**config.mk**
```make
export PLATFORM = sky130hd
export DESIGN_NAME = ctm_timer
export DESIGN_NICKNAME = d
export VERILOG_FILES = /design/src/verilog/ctm_pkg.sv /design/src/verilog/ctm_prescale.sv /design/src/verilog/ctm_timer.sv
export VERILOG_INCLUDE_DIRS = /design/src /design/src/verilog
export SDC_FILE = /design/constraint.sdc
export NUM_CORES = 1
export LEC_CHECK = 0
export ABC_AREA = 1
export BUFFER_PORTS_ARGS = -buffer_cell sky130_fd_sc_hd__clkbuf_2
export CORE_MARGIN = 2
export CORE_UTILIZATION = 44
export DETAILED_ROUTE_END_ITERATION = 8
export GPL_TIMING_DRIVEN = 0
export HOLD_SLACK_MARGIN = 0.03
export PLACE_DENSITY = 0.74
export SETUP_SLACK_MARGIN = 0.5
export SYNTH_ARGS = -nofsm -noshare
export SYNTH_HDL_FRONTEND = slang
export SYNTH_HIERARCHICAL = 1
export SYNTH_SLANG_ARGS = --single-unit
```
**constraint.sdc**
```tcl
create_clock -name clk -period 1.6 [get_ports clk]
set_clock_uncertainty 0.05 [all_clocks]
set_input_delay 0.16 -clock clk [delete_from_list [all_inputs] [get_ports clk]]
set_output_delay 0.16 -clock clk [all_outputs]
set_load 0.03 [all_outputs]
```
**src/verilog/ctm_map.svh**
```systemverilog
// Register offsets, field positions, reset values and divider ratios of the capture timer.
`ifndef CTM_MAP_SVH
`define CTM_MAP_SVH

`define CTM_IDX_MODE 8'hBC
`define CTM_IDX_CAP_FALL 8'hBD
`define CTM_IDX_CAP_RISE 8'hBE
`define CTM_ADDR_W 10
`define CTM_RST_MODE 8'h00
`define CTM_RST_CAP 8'h00
`define CTM_BIT_OVF_HI 7
`define CTM_BIT_OVF_LO 6
`define CTM_BIT_IRQ_EN 5
`define CTM_BIT_EDGE_SEL 4
`define CTM_BIT_CLR_HI 3
`define CTM_BIT_CLR_LO 2
`define CTM_BIT_CKS_HI 1
`define CTM_BIT_CKS_LO 0
`define CTM_CKS_DIV64 2'h0
`define CTM_CKS_DIV32 2'h1
`define CTM_CKS_DIV4 2'h2
`define CTM_CKS_DIV2 2'h3
`define CTM_MASK_DIV64 7'h3F
`define CTM_MASK_DIV32 7'h1F
`define CTM_MASK_DIV4 7'h03
`define CTM_MASK_DIV2 7'h01
`define CTM_CNT_MAX 8'hFF

`endif

```
**src/verilog/ctm_pkg.sv**
```systemverilog
// Types shared by the capture timer modules.
package ctm_pkg;

    typedef enum logic [1:0] {
        CTM_CLR_NONE,
        CTM_CLR_FALL,
        CTM_CLR_RISE,
        CTM_CLR_BOTH
    } ctm_clr_e;

    typedef struct packed {
        logic [6:0] div;
        logic tick;
    } ctm_pre_s;

    typedef struct packed {
        logic [7:0] cnt;
        logic cap_prev;
        logic ovf_hi;
        logic ovf_lo;
        logic irq_en;
        logic edge_sel;
        ctm_clr_e clr_sel;
        logic [1:0] cks;
        logic arm_hi;
        logic arm_lo;
        logic [7:0] cap_fall;
        logic [7:0] cap_rise;
        logic ack;
        logic [7:0] rdata;
        logic cap_irq;
    } ctm_state_s;

endpackage

```
**src/verilog/ctm_prescale.sv**
```systemverilog
// Prescaler that turns the system clock into count ticks for the capture timer.
`timescale 1ns/1ps
`default_nettype none
`include "ctm_map.svh"

module ctm_prescale
    import ctm_pkg::*;
(
    input wire logic clk,
    input wire logic rst_n,
    input wire logic [1:0] sel,
    output logic tick
);

    ctm_pre_s st_ff;
    ctm_pre_s nxt_st;
    logic [6:0] mask;

    always_comb begin
        case (sel)
            `CTM_CKS_DIV64: mask = `CTM_MASK_DIV64;
            `CTM_CKS_DIV32: mask = `CTM_MASK_DIV32;
            `CTM_CKS_DIV4: mask = `CTM_MASK_DIV4;
            default: mask = `CTM_MASK_DIV2;
        endcase
        nxt_st.div = st_ff.div + 7'h01;
        // A tick when all bits under the mask are set gives an exact ratio per setting.
        nxt_st.tick = ((st_ff.div & mask) == mask);
    end

    always_ff @(posedge clk or negedge rst_n) begin
        if (!rst_n) begin
            st_ff <= '0;
        end else begin
            st_ff <= nxt_st;
        end
    end

    assign tick = st_ff.tick;

endmodule
`default_nettype wire

```
**src/verilog/ctm_timer.sv**
```systemverilog
// Eight-bit input capture timer with mode register and two capture registers on Avalon-MM.
//
// Added by the designer: register access over Avalon-MM.
`timescale 1ns/1ps
`default_nettype none
`include "ctm_map.svh"

// Overview of operation
// - Counter wrap FF to 00 sets overflow flag.
// - Flag clears by zero write after reading one.
// - Writing one to flags changes nothing.
// - Capture registers read-only, reset zero.
module ctm_timer
    import ctm_pkg::*;
(
    input wire logic clk,
    input wire logic rst_n,
    input wire logic [`CTM_ADDR_W-1:0] avs_address,
    input wire logic avs_read,
    input wire logic avs_write,
    input wire logic [31:0] avs_writedata,
    output logic [31:0] avs_readdata,
    output logic avs_waitrequest,
    input wire logic capture_in,
    output logic overflow_irq,
    output logic capture_irq,
    output logic [7:0] capture_timer_count
);

    ctm_state_s st_ff;
    ctm_state_s nxt_st;
    logic tick;
    logic req;
    logic done;
    logic fall_edge;
    logic rise_edge;
    logic clr_now;
    logic wrap;
    logic [7:0] mode_byte;

    // The register index sits in address bits above the byte lane.
    function automatic logic hit(input logic [`CTM_ADDR_W-1:0] addr, input logic [7:0] idx);
        hit = (addr[`CTM_ADDR_W-1:2] == idx) && (addr[1:0] == 2'h0);
    endfunction

    ctm_prescale u_pre (
        .clk(clk),
        .rst_n(rst_n),
        .sel(st_ff.cks),
        .tick(tick)
    );

    assign req = avs_read | avs_write;
    assign done = req & st_ff.ack;
    assign fall_edge = st_ff.cap_prev & ~capture_in;
    assign rise_edge = ~st_ff.cap_prev & capture_in;
    assign mode_byte = {st_ff.ovf_hi, st_ff.ovf_lo, st_ff.irq_en, st_ff.edge_sel,
                        st_ff.clr_sel, st_ff.cks};

    always_comb begin
        case (st_ff.clr_sel)
            CTM_CLR_FALL: clr_now = fall_edge;
            CTM_CLR_RISE: clr_now = rise_edge;
            CTM_CLR_BOTH: clr_now = fall_edge | rise_edge;
            default: clr_now = 1'b0;
        endcase
    end

    // A clear from the capture edge takes precedence, so a clear at count FF is not a wrap.
    assign wrap = tick & ~clr_now & (st_ff.cnt == `CTM_CNT_MAX);

    always_comb begin
        nxt_st = st_ff;
        nxt_st.cap_prev = capture_in;
        if (clr_now) begin
            nxt_st.cnt = 8'h00;
        end else if (tick) begin
            nxt_st.cnt = st_ff.cnt + 8'h01;
        end
        if (fall_edge) begin
            nxt_st.cap_fall = st_ff.cnt;
        end
        if (rise_edge) begin
            nxt_st.cap_rise = st_ff.cnt;
        end
        nxt_st.cap_irq = st_ff.edge_sel ? rise_edge : fall_edge;
        // One wait state: the first edge of a request loads read data, the second completes.
        nxt_st.ack = req & ~st_ff.ack;
        if (req && !st_ff.ack) begin
            if (avs_read && hit(avs_address, `CTM_IDX_MODE)) begin
                nxt_st.rdata = mode_byte;
            end else if (avs_read && hit(avs_address, `CTM_IDX_CAP_FALL)) begin
                nxt_st.rdata = st_ff.cap_fall;
            end else if (avs_read && hit(avs_address, `CTM_IDX_CAP_RISE)) begin
                nxt_st.rdata = st_ff.cap_rise;
            end else begin
                nxt_st.rdata = 8'h00;
            end
        end
        if (done && avs_read && hit(avs_address, `CTM_IDX_MODE)) begin
            if (st_ff.rdata[`CTM_BIT_OVF_HI]) begin
                nxt_st.arm_hi = 1'b1;
            end
            if (st_ff.rdata[`CTM_BIT_OVF_LO]) begin
                nxt_st.arm_lo = 1'b1;
            end
        end
        // Capture registers have no write path at all.
        if (done && avs_write && hit(avs_address, `CTM_IDX_MODE)) begin
            nxt_st.irq_en = avs_writedata[`CTM_BIT_IRQ_EN];
            nxt_st.edge_sel = avs_writedata[`CTM_BIT_EDGE_SEL];
            nxt_st.clr_sel = ctm_clr_e'(avs_writedata[`CTM_BIT_CLR_HI:`CTM_BIT_CLR_LO]);
            nxt_st.cks = avs_writedata[`CTM_BIT_CKS_HI:`CTM_BIT_CKS_LO];
            // A one written to a flag is dropped; a zero clears only when armed.
            if (!avs_writedata[`CTM_BIT_OVF_HI] && st_ff.arm_hi) begin
                nxt_st.ovf_hi = 1'b0;
                nxt_st.arm_hi = 1'b0;
            end
            if (!avs_writedata[`CTM_BIT_OVF_LO] && st_ff.arm_lo) begin
                nxt_st.ovf_lo = 1'b0;
                nxt_st.arm_lo = 1'b0;
            end
        end
        // Set comes last so an overflow in the clearing cycle is kept.
        if (wrap) begin
            nxt_st.ovf_hi = 1'b1;
        end
        // The low flag also records that the wrap came while the capture input was low.
        if (wrap && !st_ff.cap_prev) begin
            nxt_st.ovf_lo = 1'b1;
        end
    end

    always_ff @(posedge clk or negedge rst_n) begin
        if (!rst_n) begin
            st_ff <= '0;
        end else begin
            st_ff <= nxt_st;
        end
    end

    assign avs_waitrequest = req & ~st_ff.ack;
    assign avs_readdata = {24'h000000, st_ff.rdata};
    assign overflow_irq = st_ff.irq_en & (st_ff.ovf_hi | st_ff.ovf_lo);
    assign capture_irq = st_ff.cap_irq;
    assign capture_timer_count = st_ff.cnt;
endmodule
`default_nettype wire

```
==> results by group, run 1 <==
Status
  • Outcome: finished with violations
  • Failing checks: negative hold slack

Critical path
  • Crit. End Element: register
  • Crit start category: register
  • R2R Path Start: capture_timer_count[0]
  • Slowest CP cell: dfrtp_1
  • Critical path, cell by cell: ha_2 -> nand3_2 -> nor3_2 -> nand2_1 -> o21ai_1 -> a21oi_1
  • Crit path DAT: around 1.7 ns
  • Worst Path Max Fanout: 3
  • Critical path type: reg -> reg
  • Req. time, crit path: approximately 1.7 ns
  • CP bufs+invs: 0
  • CP peak stage delay: 0.40 ns
  • R2R cell count: 6
  • R2R setup slack: approximately 0.058 ns
  • Crit Reg-Reg Endpoint: capture_timer_count[6]
  • CP delay by family, top: simple AND/OR/NAND/NOR gates

Drt
  • Remaining routing DRC violations: 0
  • WL final: between 7000 and 8000 microns
  • Vias/cell: about 4.8
  • Detailed Route Iter0 Violations: 186
  • Drt first pass iters: 4
  • WL/cell: 14.2 microns
  • Antenna Nets Post-Route: 0
  • Via count: 2570

Pwr
  • Leakage power: 0.00227 uW
  • Power density cells: ~660 mW/mm^2
  • Power after layout: between 2000 and 3000 uW
  • Max VDD drop: about 0.00059 V

Floorplanning
  • # rows: 28
  • Die Width: ~84 microns
  • Num ports: 90
  • Initial Utilization: a little under half
  • Die Span Y: about 84 microns
  • DIE AREA: 0.00698 sq mm
  • Core footprint: about 0.0060 sq mm

Logic synthesis
  • Adder-cell share of the synthesized area: approximately 1.8%
  • Mux cell area share after synthesis: between 1.5 and 2%
  • Area of the mapped netlist: ~0.0028 sq mm
  • Syn Area/Cell: 8.36 sq um
  • Netlist cell types: 30
  • Largest family of logic cells by synthesized area: simple AND/OR/NAND/NOR gates
  • Synth Area in XOR/XNOR: 1.26%
  • Yosys warns: 6
  • Sequential share of the synthesized area: between 40 and 50%
  • #FFs+latches synth: 52
  • Synthesized instance count: roughly 330
  • Simple-gate share of the synthesized area: between 20% and 30%
  • Compound-gate portion of the synthesized area: ~4.1%

Place
  • Final HPWL DP: about 4300 microns
  • Number of buffers added on ports: 41
  • Pre-CTS setup slack: approximately 0.17 ns
  • Placed Instances: between 400 and 500
  • Gp weighted congestion: around 0.83

STA
  • Slew headroom: slightly below 60%
  • Setup violations, final: 0
  • Setup ws final: around 0.058 ns
  • Max Fclk: 648 MHz
  • Slew @ Worst Pin: around 0.6 ns
  • Hold_ws: -0.197 ns
  • Pins Over Slew Limit: 0
  • Setup TNS: 0 ns
  • Final Hold Fails: 25
  • RSZ-0062 raised after global routing: yes
  • Min cycle time layout: about 1.5 ns
  • Fin crit share: approximately 96%

Global routing
  • Vias in the first global route: around 2400
  • Met1 Usage GRT: a little under a quarter
  • Gr busiest metal: met2
  • Met2 GRT Util: approximately a third
  • Initial antenna violation count: 0
  • Grt met3 use: ~2.8%
  • Largest net degree at the start of global routing: between 50 and 60
  • Wire length of the first global-routing pass: 10900 microns
  • GRT Residual Overflow: 0
  • Total global-route track usage: 19.2%

CTS
  • Worst-Skew Late Latency: approximately 0.31 ns
  • Clock Sinks: 52
  • CTS root buffer: clkbuf_8
  • TritonCTS Buffers: 5
  • Clock Pin Slew Worst Setup and Hold Paths: about 0.09 ns
  • CTS tree: done
  • Clk buf depth: 2
  • H-tree depth: 2

Final layout
  • # diodes: 0
  • Reg area: around 0.0013 sq mm
  • Most frequent cells in the layout: buf_4, nand2_1, dfrtp_1
  • Commonest non-fill, non-tap cell in the layout: buf_4
  • Synth-to-layout area growth: 56.6%
  • Layout cell share with drive strength beyond 1: about half
  • Fin cells: roughly 540
  • Fill cell count: roughly 430
  • Footprint of the multi-input gates: 0.00142 sq mm
  • Nets: about 500

Flow run
  • Max cap viols: 0

Worst hold path
  • Worst min-delay path category: in -> async
## cells by family (layout without fill, tap and decap cells)
family,Yosys count,in the layout
buf+inv,81,188
xor+xnor,4,4
compound gates,23,23
mux,5,5
flops,52,52
other cells,1,24
fa+ha+maj,4,4
simple gates,163,163
## where the power goes
group          switching (uW)  internal [uW]
Sequential               50.1           1360
Combinational             356            304
Clock                     431            354
## sequential cells by signal (all words and copies together), names as in the netlist
signal	flops
st_ff	20
avs_readdata	8
capture_timer_count	8
mode_byte	8
u_pre/st_ff	6
capture_irq	1
u_pre/tick	1
## layer usage
metal  vias to the layer above  wire, microns  part of all wire (%)
met4                         0             83                   1.1
li1                       1251              -                     -
met5                         -              0                     0
met3                         8            382                   5.0
met1                      1222           2920                    38
met2                        89           4240                    56
## what timing repair did
item | in CTS | in global routing
gates cloned | 1 | 1
endpoints found under the hold margin | 3 | 28
pin swaps | 10 | 24
gates resized for setup | 81 | 104
buffers inserted | 30 | 19
hold buffers | 3 | 3
setup endpoints to repair | 53 | 61
## area by class of cell
class / instances / area share [%]
plain buffers: 44 / 9.32
clock buffers: 8 / 2.06
flip-flops and latches: 52 / 29.9
repair buffers: 99 / 20.4
well taps: 75 / 2.15
inverters: 37 / 3.56
multi-input cells: 223 / 32.6
## metrics by stage
step	hold WS, ns	utilization, %	cell area [sq um]
2_1_floorplan	-0.186	-	2900
3_3_place_gp	0.296	53.1	3200
3_5_place_dp	0.300	53.1	3200
4_1_cts	0.0303	63.9	3850
5_1_grt	-0.159	72.4	4360
6_report	-0.197	72.4	4360
## synth_stat cells
library cell	number	share of area, %
conb_1	1	0.13
nor3_1	3	0.54
inv_1	31	4.2
xnor2_1	2	0.63
dfrtp_1	52	47
nand2_1	77	10
xor2_1	2	0.63
nor2_1	20	2.7
nand4_1	2	0.45
buf_6	1	0.40
o21ai_0	9	1.6
nor3b_1	1	0.27
a21oi_1	12	2.2
mux2i_1	1	0.36
nor2_8	1	0.72
mux2_2	4	1.6
nor2_2	4	0.90
or2_2	2	0.45
nand3b_1	2	0.54
clkbuf_1	1	0.13
inv_2	4	0.54
o21ai_1	2	0.36
nand3_2	3	1.1
buf_2	2	0.36
buf_4	40	11
nand2_2	2	0.45
nand4_4	1	0.76
nand3_1	45	8.1
clkinv_1	2	0.27
ha_1	4	1.8
## worst max-delay path by stage
| stage | start | to | slack (ns) | depth (start not counted) |
|---|---|---|---|---|
| CTS | capture_timer_count[0] | mode_byte[6] | 0.27 | 7 |
| global placement | capture_timer_count[0] | mode_byte[6] | 0.19 | 7 |
| floorplan | st_ff[36] | st_ff[25] | 0.36 | 3 |
| detailed placement | capture_timer_count[0] | mode_byte[6] | 0.17 | 7 |
| global route | capture_timer_count[1] | capture_timer_count[6] | 0.03 | 6 |
| finish | capture_timer_count[0] | capture_timer_count[6] | 0.06 | 6 |
## worst register-to-register path: stages (launching register included)
cell,delay [ns]
dfrtp_1,0.40
ha_2,0.21
nand3_2,0.10
nor3_2,0.25
nand2_1,0.16
o21ai_1,0.19
a21oi_1,0.06
No activity file was read; power rests on OpenSTA's default activity.
==> run 2, diff against run 1 <==
Settings changed: BUFFER_PORTS_ARGS -buffer_cell sky130_fd_sc_hd__clkbuf_2 to -buffer_cell sky130_fd_sc_hd__buf_2.
==> results by group, run 2 (synthesized netlist as in run 1, its figures left out) <==
Critical path
  • R2R Path Start: capture_timer_count[0]
  • CP startpoint: capture_timer_count[0]
  • Crit path DAT: 1.56 ns (-0.13 ns)
  • Slowest CP cell: dfrtp_1
  • CP bufs+invs: 1 (+1)
  • Worst Path Max Fanout: 4 (+1)
  • CP peak stage delay: 0.42 ns (+0.02 ns)
  • Critical path, cell by cell: ha_2 -> nand3_4 -> nor3_4 -> nand2_2 -> clkinv_2 -> nand3_2 -> o21ai_1
  • CP delay by family, top: simple AND/OR/NAND/NOR gates
  • Req. time, crit path: 1.79 ns (+0.05 ns)
  • Critical path type: reg -> reg
  • Crit. End Element: register
  • Crit start category: register

Global routing
  • GRT Residual Overflow: 0 (unchanged)
  • Total global-route track usage: 18.3% (-0.88 points)
  • Wire length of the first global-routing pass: 10500 microns (-3.6%)
  • Largest net degree at the start of global routing: 53 (unchanged)
  • Vias in the first global route: 2353 (-1.1%)
  • Initial antenna violation count: 0 (unchanged)

CTS
  • Clock Sinks: 52 (unchanged)
  • Clock Pin Slew Worst Setup and Hold Paths: 0.09 ns (about the same)
  • H-tree depth: 2 (unchanged)
  • TritonCTS Buffers: 5 (unchanged)
  • Hold-fix buffers, CTS: 4 (+1)
  • CTS root buffer: clkbuf_8
  • CTS tree: done
  • Clk buf depth: 2 (unchanged)
  • Worst-Skew Late Latency: 0.31 ns (about the same)

Place
  • DP Area: 0.00320 sq mm (unchanged)
  • Number of buffers added on ports: 41 (unchanged)
  • Pre-CTS setup slack: 0.159 ns (-0.00964 ns)
  • Gp weighted congestion: 0.826 (-0.18%)
  • Final HPWL DP: 4210 microns (-2.3%)

Drt
  • Vias/cell: 4.65 (-2.7%)
  • Antenna Nets Post-Route: 0 (unchanged)
  • Remaining routing DRC violations: 0 (unchanged)
  • WL/cell: 12.2 microns (-14%)
  • Via count: 2454 (-4.5%)
  • WL final: 6440 microns (-16%)
  • Drt first pass iters: 4 (unchanged)
  • Detailed Route Iter0 Violations: 132 (-29%)

STA
  • Hold_ws: -0.127 ns (+0.0699 ns)
  • Final Hold Fails: 52 (+110%)
  • Fin crit share: 85.4% (-11 points)
  • Max Fclk: 732 MHz (+13%)
  • Pins Over Slew Limit: 0 (unchanged)
  • Min cycle time layout: 1.37 ns (-0.176 ns)
  • Setup TNS: 0 ns (unchanged)
  • Slew headroom: 53.9% (-5.6 points)
  • RSZ-0062 raised after global routing: yes
  • Setup ws final: 0.233 ns (+0.176 ns)
  • Slew @ Worst Pin: 0.692 ns (+0.0846 ns)
  • Setup violations, final: 0 (unchanged)

Final layout
  • # diodes: 0 (unchanged)
  • Synth-to-layout area growth: 48.3%
  • Layout cell share with drive strength beyond 1: 47.0% (-4.0 points)
  • Nets: 504 (-1.8%)
  • Fill cell count: 496 (+15%)
  • Fin area: 0.00413 sq mm (-5.3%)
  • Max reg flops: 20 (unchanged)
  • Top reg by flops: st_ff
  • Most frequent cells in the layout: nand2_1, buf_4, dfrtp_1
  • Layout Utilization: 68.6% (-3.8 points)

Pwr
  • Leakage power: 0.00220 uW (-3.1%)
  • Power density cells: 679 mW/mm^2 (+3.6%)
  • Max VDD drop: 0.000501 V (-16%)
  • Power after layout: 2810 uW (-1.9%)

Worst hold path
  • Worst min-delay path category: in -> async

Floorplanning
  • # rows: 28 (unchanged)
  • DIE AREA: 0.00698 sq mm (unchanged)
  • Num ports: 90 (unchanged)
  • Die Span Y: 83.6 microns (unchanged)
  • Die Width: 83.6 microns (unchanged)
  • Core footprint: 0.00603 sq mm (unchanged)
  • Initial Utilization: 46.2% (unchanged)

Status
  • Outcome: finished with violations
  • Failing checks: negative hold slack

Flow run
  • Max cap viols: 0 (unchanged)
-- run 2: cell count changes in the layout (fill, tap and decap cells not counted), moves of 3 or more --
cell and delta:
clkbuf_2 -22, inv_1 +3, buf_2 +21, buf_8 -16, nand3_2 -7, nand2_1 +7
buf_6 +14, nand3_1 +7, o21ai_1 +3, nand2_2 -4
-- run 2: final cells by class --
| type | count | area (sq um) | share of cell area [%] |
|---|---|---|---|
| sequential | 52 | 1300 | 31.6 |
| timing repair buffer | 90 | 741 | 17.9 |
| tap | 75 | 93.8 | 2.27 |
| clock buffer | 7 | 96.3 | 2.33 |
| multi-input combinational | 223 | 1350 | 32.7 |
| inverter | 37 | 145 | 3.51 |
| buffer | 44 | 399 | 9.66 |
-- run 2: repair_timing --
item	4_1_cts	5_1_grt
hold endpoints to repair	4	52
setup endpoints to repair	53	60
setup buffers	32	11
pin swaps	18	7
resized for setup	118	19
gates cloned	1	1
-- run 2: path summary, 6_finish.rpt --
path	endpoint	slack, ns	cells past startpoint
max	mode_byte[6]	0.23	7
min	u_pre/st_ff[2]	-0.13	1
max reg2reg	mode_byte[6]	0.23	7
min reg2reg	mode_byte[4]	0.44	2
max in group asynchronous	capture_timer_count[7]	1.14	1
min in group clk	mode_byte[1]	0.04	3
-- run 2: through the flow --
stage	hold slack [ns]	std cells
after floorplan	-0.186	356
after global placement	0.289	472
after detailed placement	0.295	472
after CTS	0.0335	516
after global routing	-0.0757	528
final	-0.127	528
-- run 2: per-layer routing --
| layer | track usage, % | up-vias | share of wire (%) |
|---|---|---|---|
| li1 | - | 1237 | - |
| met1 | 22.1 | 1142 | 42 |
| met2 | 31.9 | 66 | 52 |
| met3 | 3.46 | 9 | 4.2 |
| met4 | 8.06 | 0 | 1.5 |
| met5 | 0 | - | 0 |
-- run 2: worst register-to-register path, cell delays in order (launching register included) --
cell      delay [ns]
dfrtp_1         0.42
ha_2            0.23
nand3_4         0.08
nor3_4          0.16
nand2_2         0.11
clkinv_2        0.08
nand3_2         0.10
o21ai_1         0.08
-- run 2: power by group --
group	total, uW	switching [uW]	internal [uW]	leakage [uW]
Sequential	1420	54.0	1360	0.000630
Combinational	582	319	264	0.00152
Clock	805	419	386	0.0000503
==> run 3, diff against run 2 <==
Settings changed: BUFFER_PORTS_ARGS -buffer_cell sky130_fd_sc_hd__buf_2 to unset, DONT_BUFFER_PORTS set to 1, PLACE_DENSITY 0.74 to 0.62.
Clock period 1.6 ns to 1.4 ns, I/O delays scaled along.
==> results by group, run 3 (synthesized netlist as in run 1, its figures left out) <==
Status
  • Outcome: finished with violations
  • Failing checks: negative hold slack

STA
  • Final Hold Fails: 52 (unchanged)
  • Hold_ws: -0.527 ns (-0.400 ns)
  • Setup violations, final: 0 (unchanged)
  • Pins Over Slew Limit: 0 (unchanged)
  • Max Fclk: 747 MHz (+2.1%)
  • Fin crit share: 95.6% (+10 points)
  • RSZ-0062 raised after global routing: yes
  • Setup TNS: 0 ns (unchanged)
  • Min cycle time layout: 1.34 ns (-0.0286 ns)

Drt
  • Drt first pass iters: 4 (unchanged)
  • Antenna Nets Post-Route: 0 (unchanged)
  • Remaining routing DRC violations: 0 (unchanged)
  • Via count: 2337 (-4.8%)
  • WL final: 6270 microns (-2.6%)
  • Vias/cell: 4.72 (+1.6%)
  • WL/cell: 12.7 microns (+3.9%)
  • Detailed Route Iter0 Violations: 77 (-42%)

Critical path
  • Critical path, cell by cell: ha_2 -> nand3_4 -> nor3_4 -> nand2_2 -> clkinv_2 -> nand3_2 -> o21ai_2
  • Crit. End Element: register
  • R2R Path Start: capture_timer_count[1]
  • R2R setup slack: 0.06 ns (-0.17 ns)
  • Crit start category: register
  • Req. time, crit path: 1.59 ns (-0.20 ns)
  • Worst Path Max Fanout: 4 (unchanged)
  • Slowest CP cell: dfrtp_1
  • R2R cell count: 7 (unchanged)
  • Crit path DAT: 1.53 ns (-0.03 ns)
  • CP peak stage delay: 0.41 ns (about the same)
  • Crit Reg-Reg Endpoint: mode_byte[6]
  • Critical path type: reg -> reg

Pwr
  • Power density cells: 766 mW/mm^2 (+13%)
  • Leakage power: 0.00204 uW (-7.1%)
  • Clock share of power: 28.7% (about the same)
  • P_sw: 891 uW (+13%)
  • Max VDD drop: 0.000557 V (+11%)
  • Power after layout: 3110 uW (+11%)
  • Int Pwr: 2220 uW (+10%)
  • Reg power frac: 52.2% (+1.7 points)
  • Logic pwr share: 19.1% (-1.7 points)
  • Switching portion of total power: 28.6% (+0.39 points)

Global routing
  • Initial antenna violation count: 0 (unchanged)
  • Largest net degree at the start of global routing: 53 (unchanged)
  • GRT Residual Overflow: 0 (unchanged)
  • Total global-route track usage: 17.1% (-1.3 points)
  • Wire length of the first global-routing pass: 9860 microns (-6.2%)
  • Vias in the first global route: 2166 (-7.9%)

Floorplanning
  • Initial Utilization: 46.2% (unchanged)
  • # rows: 28 (unchanged)
  • Die Span Y: 83.6 microns (unchanged)
  • Core footprint: 0.00603 sq mm (unchanged)
  • Die Width: 83.6 microns (unchanged)
  • DIE AREA: 0.00698 sq mm (unchanged)
  • Num ports: 90 (unchanged)

Final layout
  • # diodes: 0 (unchanged)
  • Nets: 470 (-6.7%)
  • Commonest non-fill, non-tap cell in the layout: buf_4
  • Most frequent cells in the layout: buf_4, nand2_1, dfrtp_1
  • Max reg flops: 20 (unchanged)
  • Layout cell share with drive strength beyond 1: 48.3% (+1.3 points)
  • Synth-to-layout area growth: 45.9%
  • Fin cells: 495 (-6.3%)
  • Top reg by flops: st_ff
  • Fin area: 0.00406 sq mm (-1.6%)
  • Fill cell count: 497 (+0.20%)

CTS
  • CTS root buffer: clkbuf_8
  • Clock Sinks: 52 (unchanged)
  • Hold-fix buffers, CTS: 7 (+3)
  • CTS tree: done
  • Worst-Skew Late Latency: 0.30 ns (about the same)
  • H-tree depth: 2 (unchanged)
  • TritonCTS Buffers: 5 (unchanged)
  • Clk buf depth: 2 (unchanged)
  • Clock Pin Slew Worst Setup and Hold Paths: 0.09 ns (about the same)

Place
  • Gp weighted congestion: 0.822 (-0.48%)
  • DP Area: 0.00304 sq mm (-5.0%)
  • Placed Instances: 431 (-8.7%)
  • Final HPWL DP: 4010 microns (-4.9%)
  • Number of buffers added on ports: 0 (-100%)

Flow run
  • Max cap viols: 0 (unchanged)

Worst hold path
  • Worst min-delay path category: in -> async
-- run 3: cell types whose count changed in the layout (fill, tap and decap cells not counted), moves of 6 or more --
cell / previous run / this run
buf_2: 23 / 1
nor2_4: 8 / 14
nand3_1: 41 / 33
buf_6: 41 / 28
nand2_1: 62 / 50
nand2_2: 13 / 24
nand3_2: 6 / 12
-- run 3: area by class of cell --
class / count / area (sq um) / share of cell area, %
timing repair buffer: 55 / 492 / 12.1
tap: 75 / 93.8 / 2.31
buffer: 44 / 407 / 10.0
multi-input combinational: 224 / 1520 / 37.4
inverter: 37 / 150 / 3.69
sequential: 52 / 1310 / 32.2
clock inverter: 2 / 10.0 / 0.246
clock buffer: 6 / 82.6 / 2.03
-- run 3: power groups by stage --
stage	Sequential, uW	Clock (uW)	Combinational [uW]
after floorplan	1620	0	344
after global placement	1640	0	374
after detailed placement	1640	0	378
after CTS	1610	909	497
after global routing	1630	973	642
final	1620	895	596
-- run 3: layer usage --
| metal | up-vias | track usage (%) | share of wire, % |
|---|---|---|---|
| met4 | 0 | 3.52 | 0.72 |
| met1 | 1120 | 23.1 | 45 |
| met5 | - | 0 | 0 |
| li1 | 1171 | - | - |
| met3 | 5 | 3.36 | 3.8 |
| met2 | 41 | 28.7 | 51 |
-- run 3: worst max-delay path by stage --
stage	from	endpoint	slack, ns	cells after the start
3_3_place_gp	capture_timer_count[0]	mode_byte[6]	-0.04	7
5_1_grt	capture_timer_count[0]	capture_timer_count[6]	-0.02	6
6_report	capture_timer_count[1]	mode_byte[6]	0.06	7
2_1_floorplan	st_ff[36]	st_ff[25]	0.16	3
3_5_place_dp	capture_timer_count[0]	mode_byte[6]	-0.05	7
4_1_cts	capture_timer_count[1]	mode_byte[6]	0.08	7
-- run 3: metrics by stage --
step | hold WS, ns | worst slack (ns) | util [%]
2_1_floorplan | -0.206 | 0.163 | -
3_3_place_gp | -0.204 | -0.0367 | 50.5
3_5_place_dp | -0.204 | -0.0479 | 50.5
4_1_cts | -0.536 | 0.0835 | 61.4
5_1_grt | -0.550 | -0.0173 | 67.4
6_report | -0.527 | 0.0621 | 67.4
-- run 3: timing repair --
action	CTS	global route
endpoints found under the hold margin	59	52
setup endpoints to repair	67	67
resized for setup	61	78
setup buffers	37	10
pin swaps	13	27
gates cloned	2	0
-- run 3: critical path: cells and delay by family (launching register included) --
family                   cells  cell delay [ns]
buffers and inverters        1             0.08
AO/OA/AOI/OAI                1             0.07
AND/OR/NAND/NOR              4             0.44
adder cells (fa/ha/maj)      1             0.23
flip-flops                   1             0.41
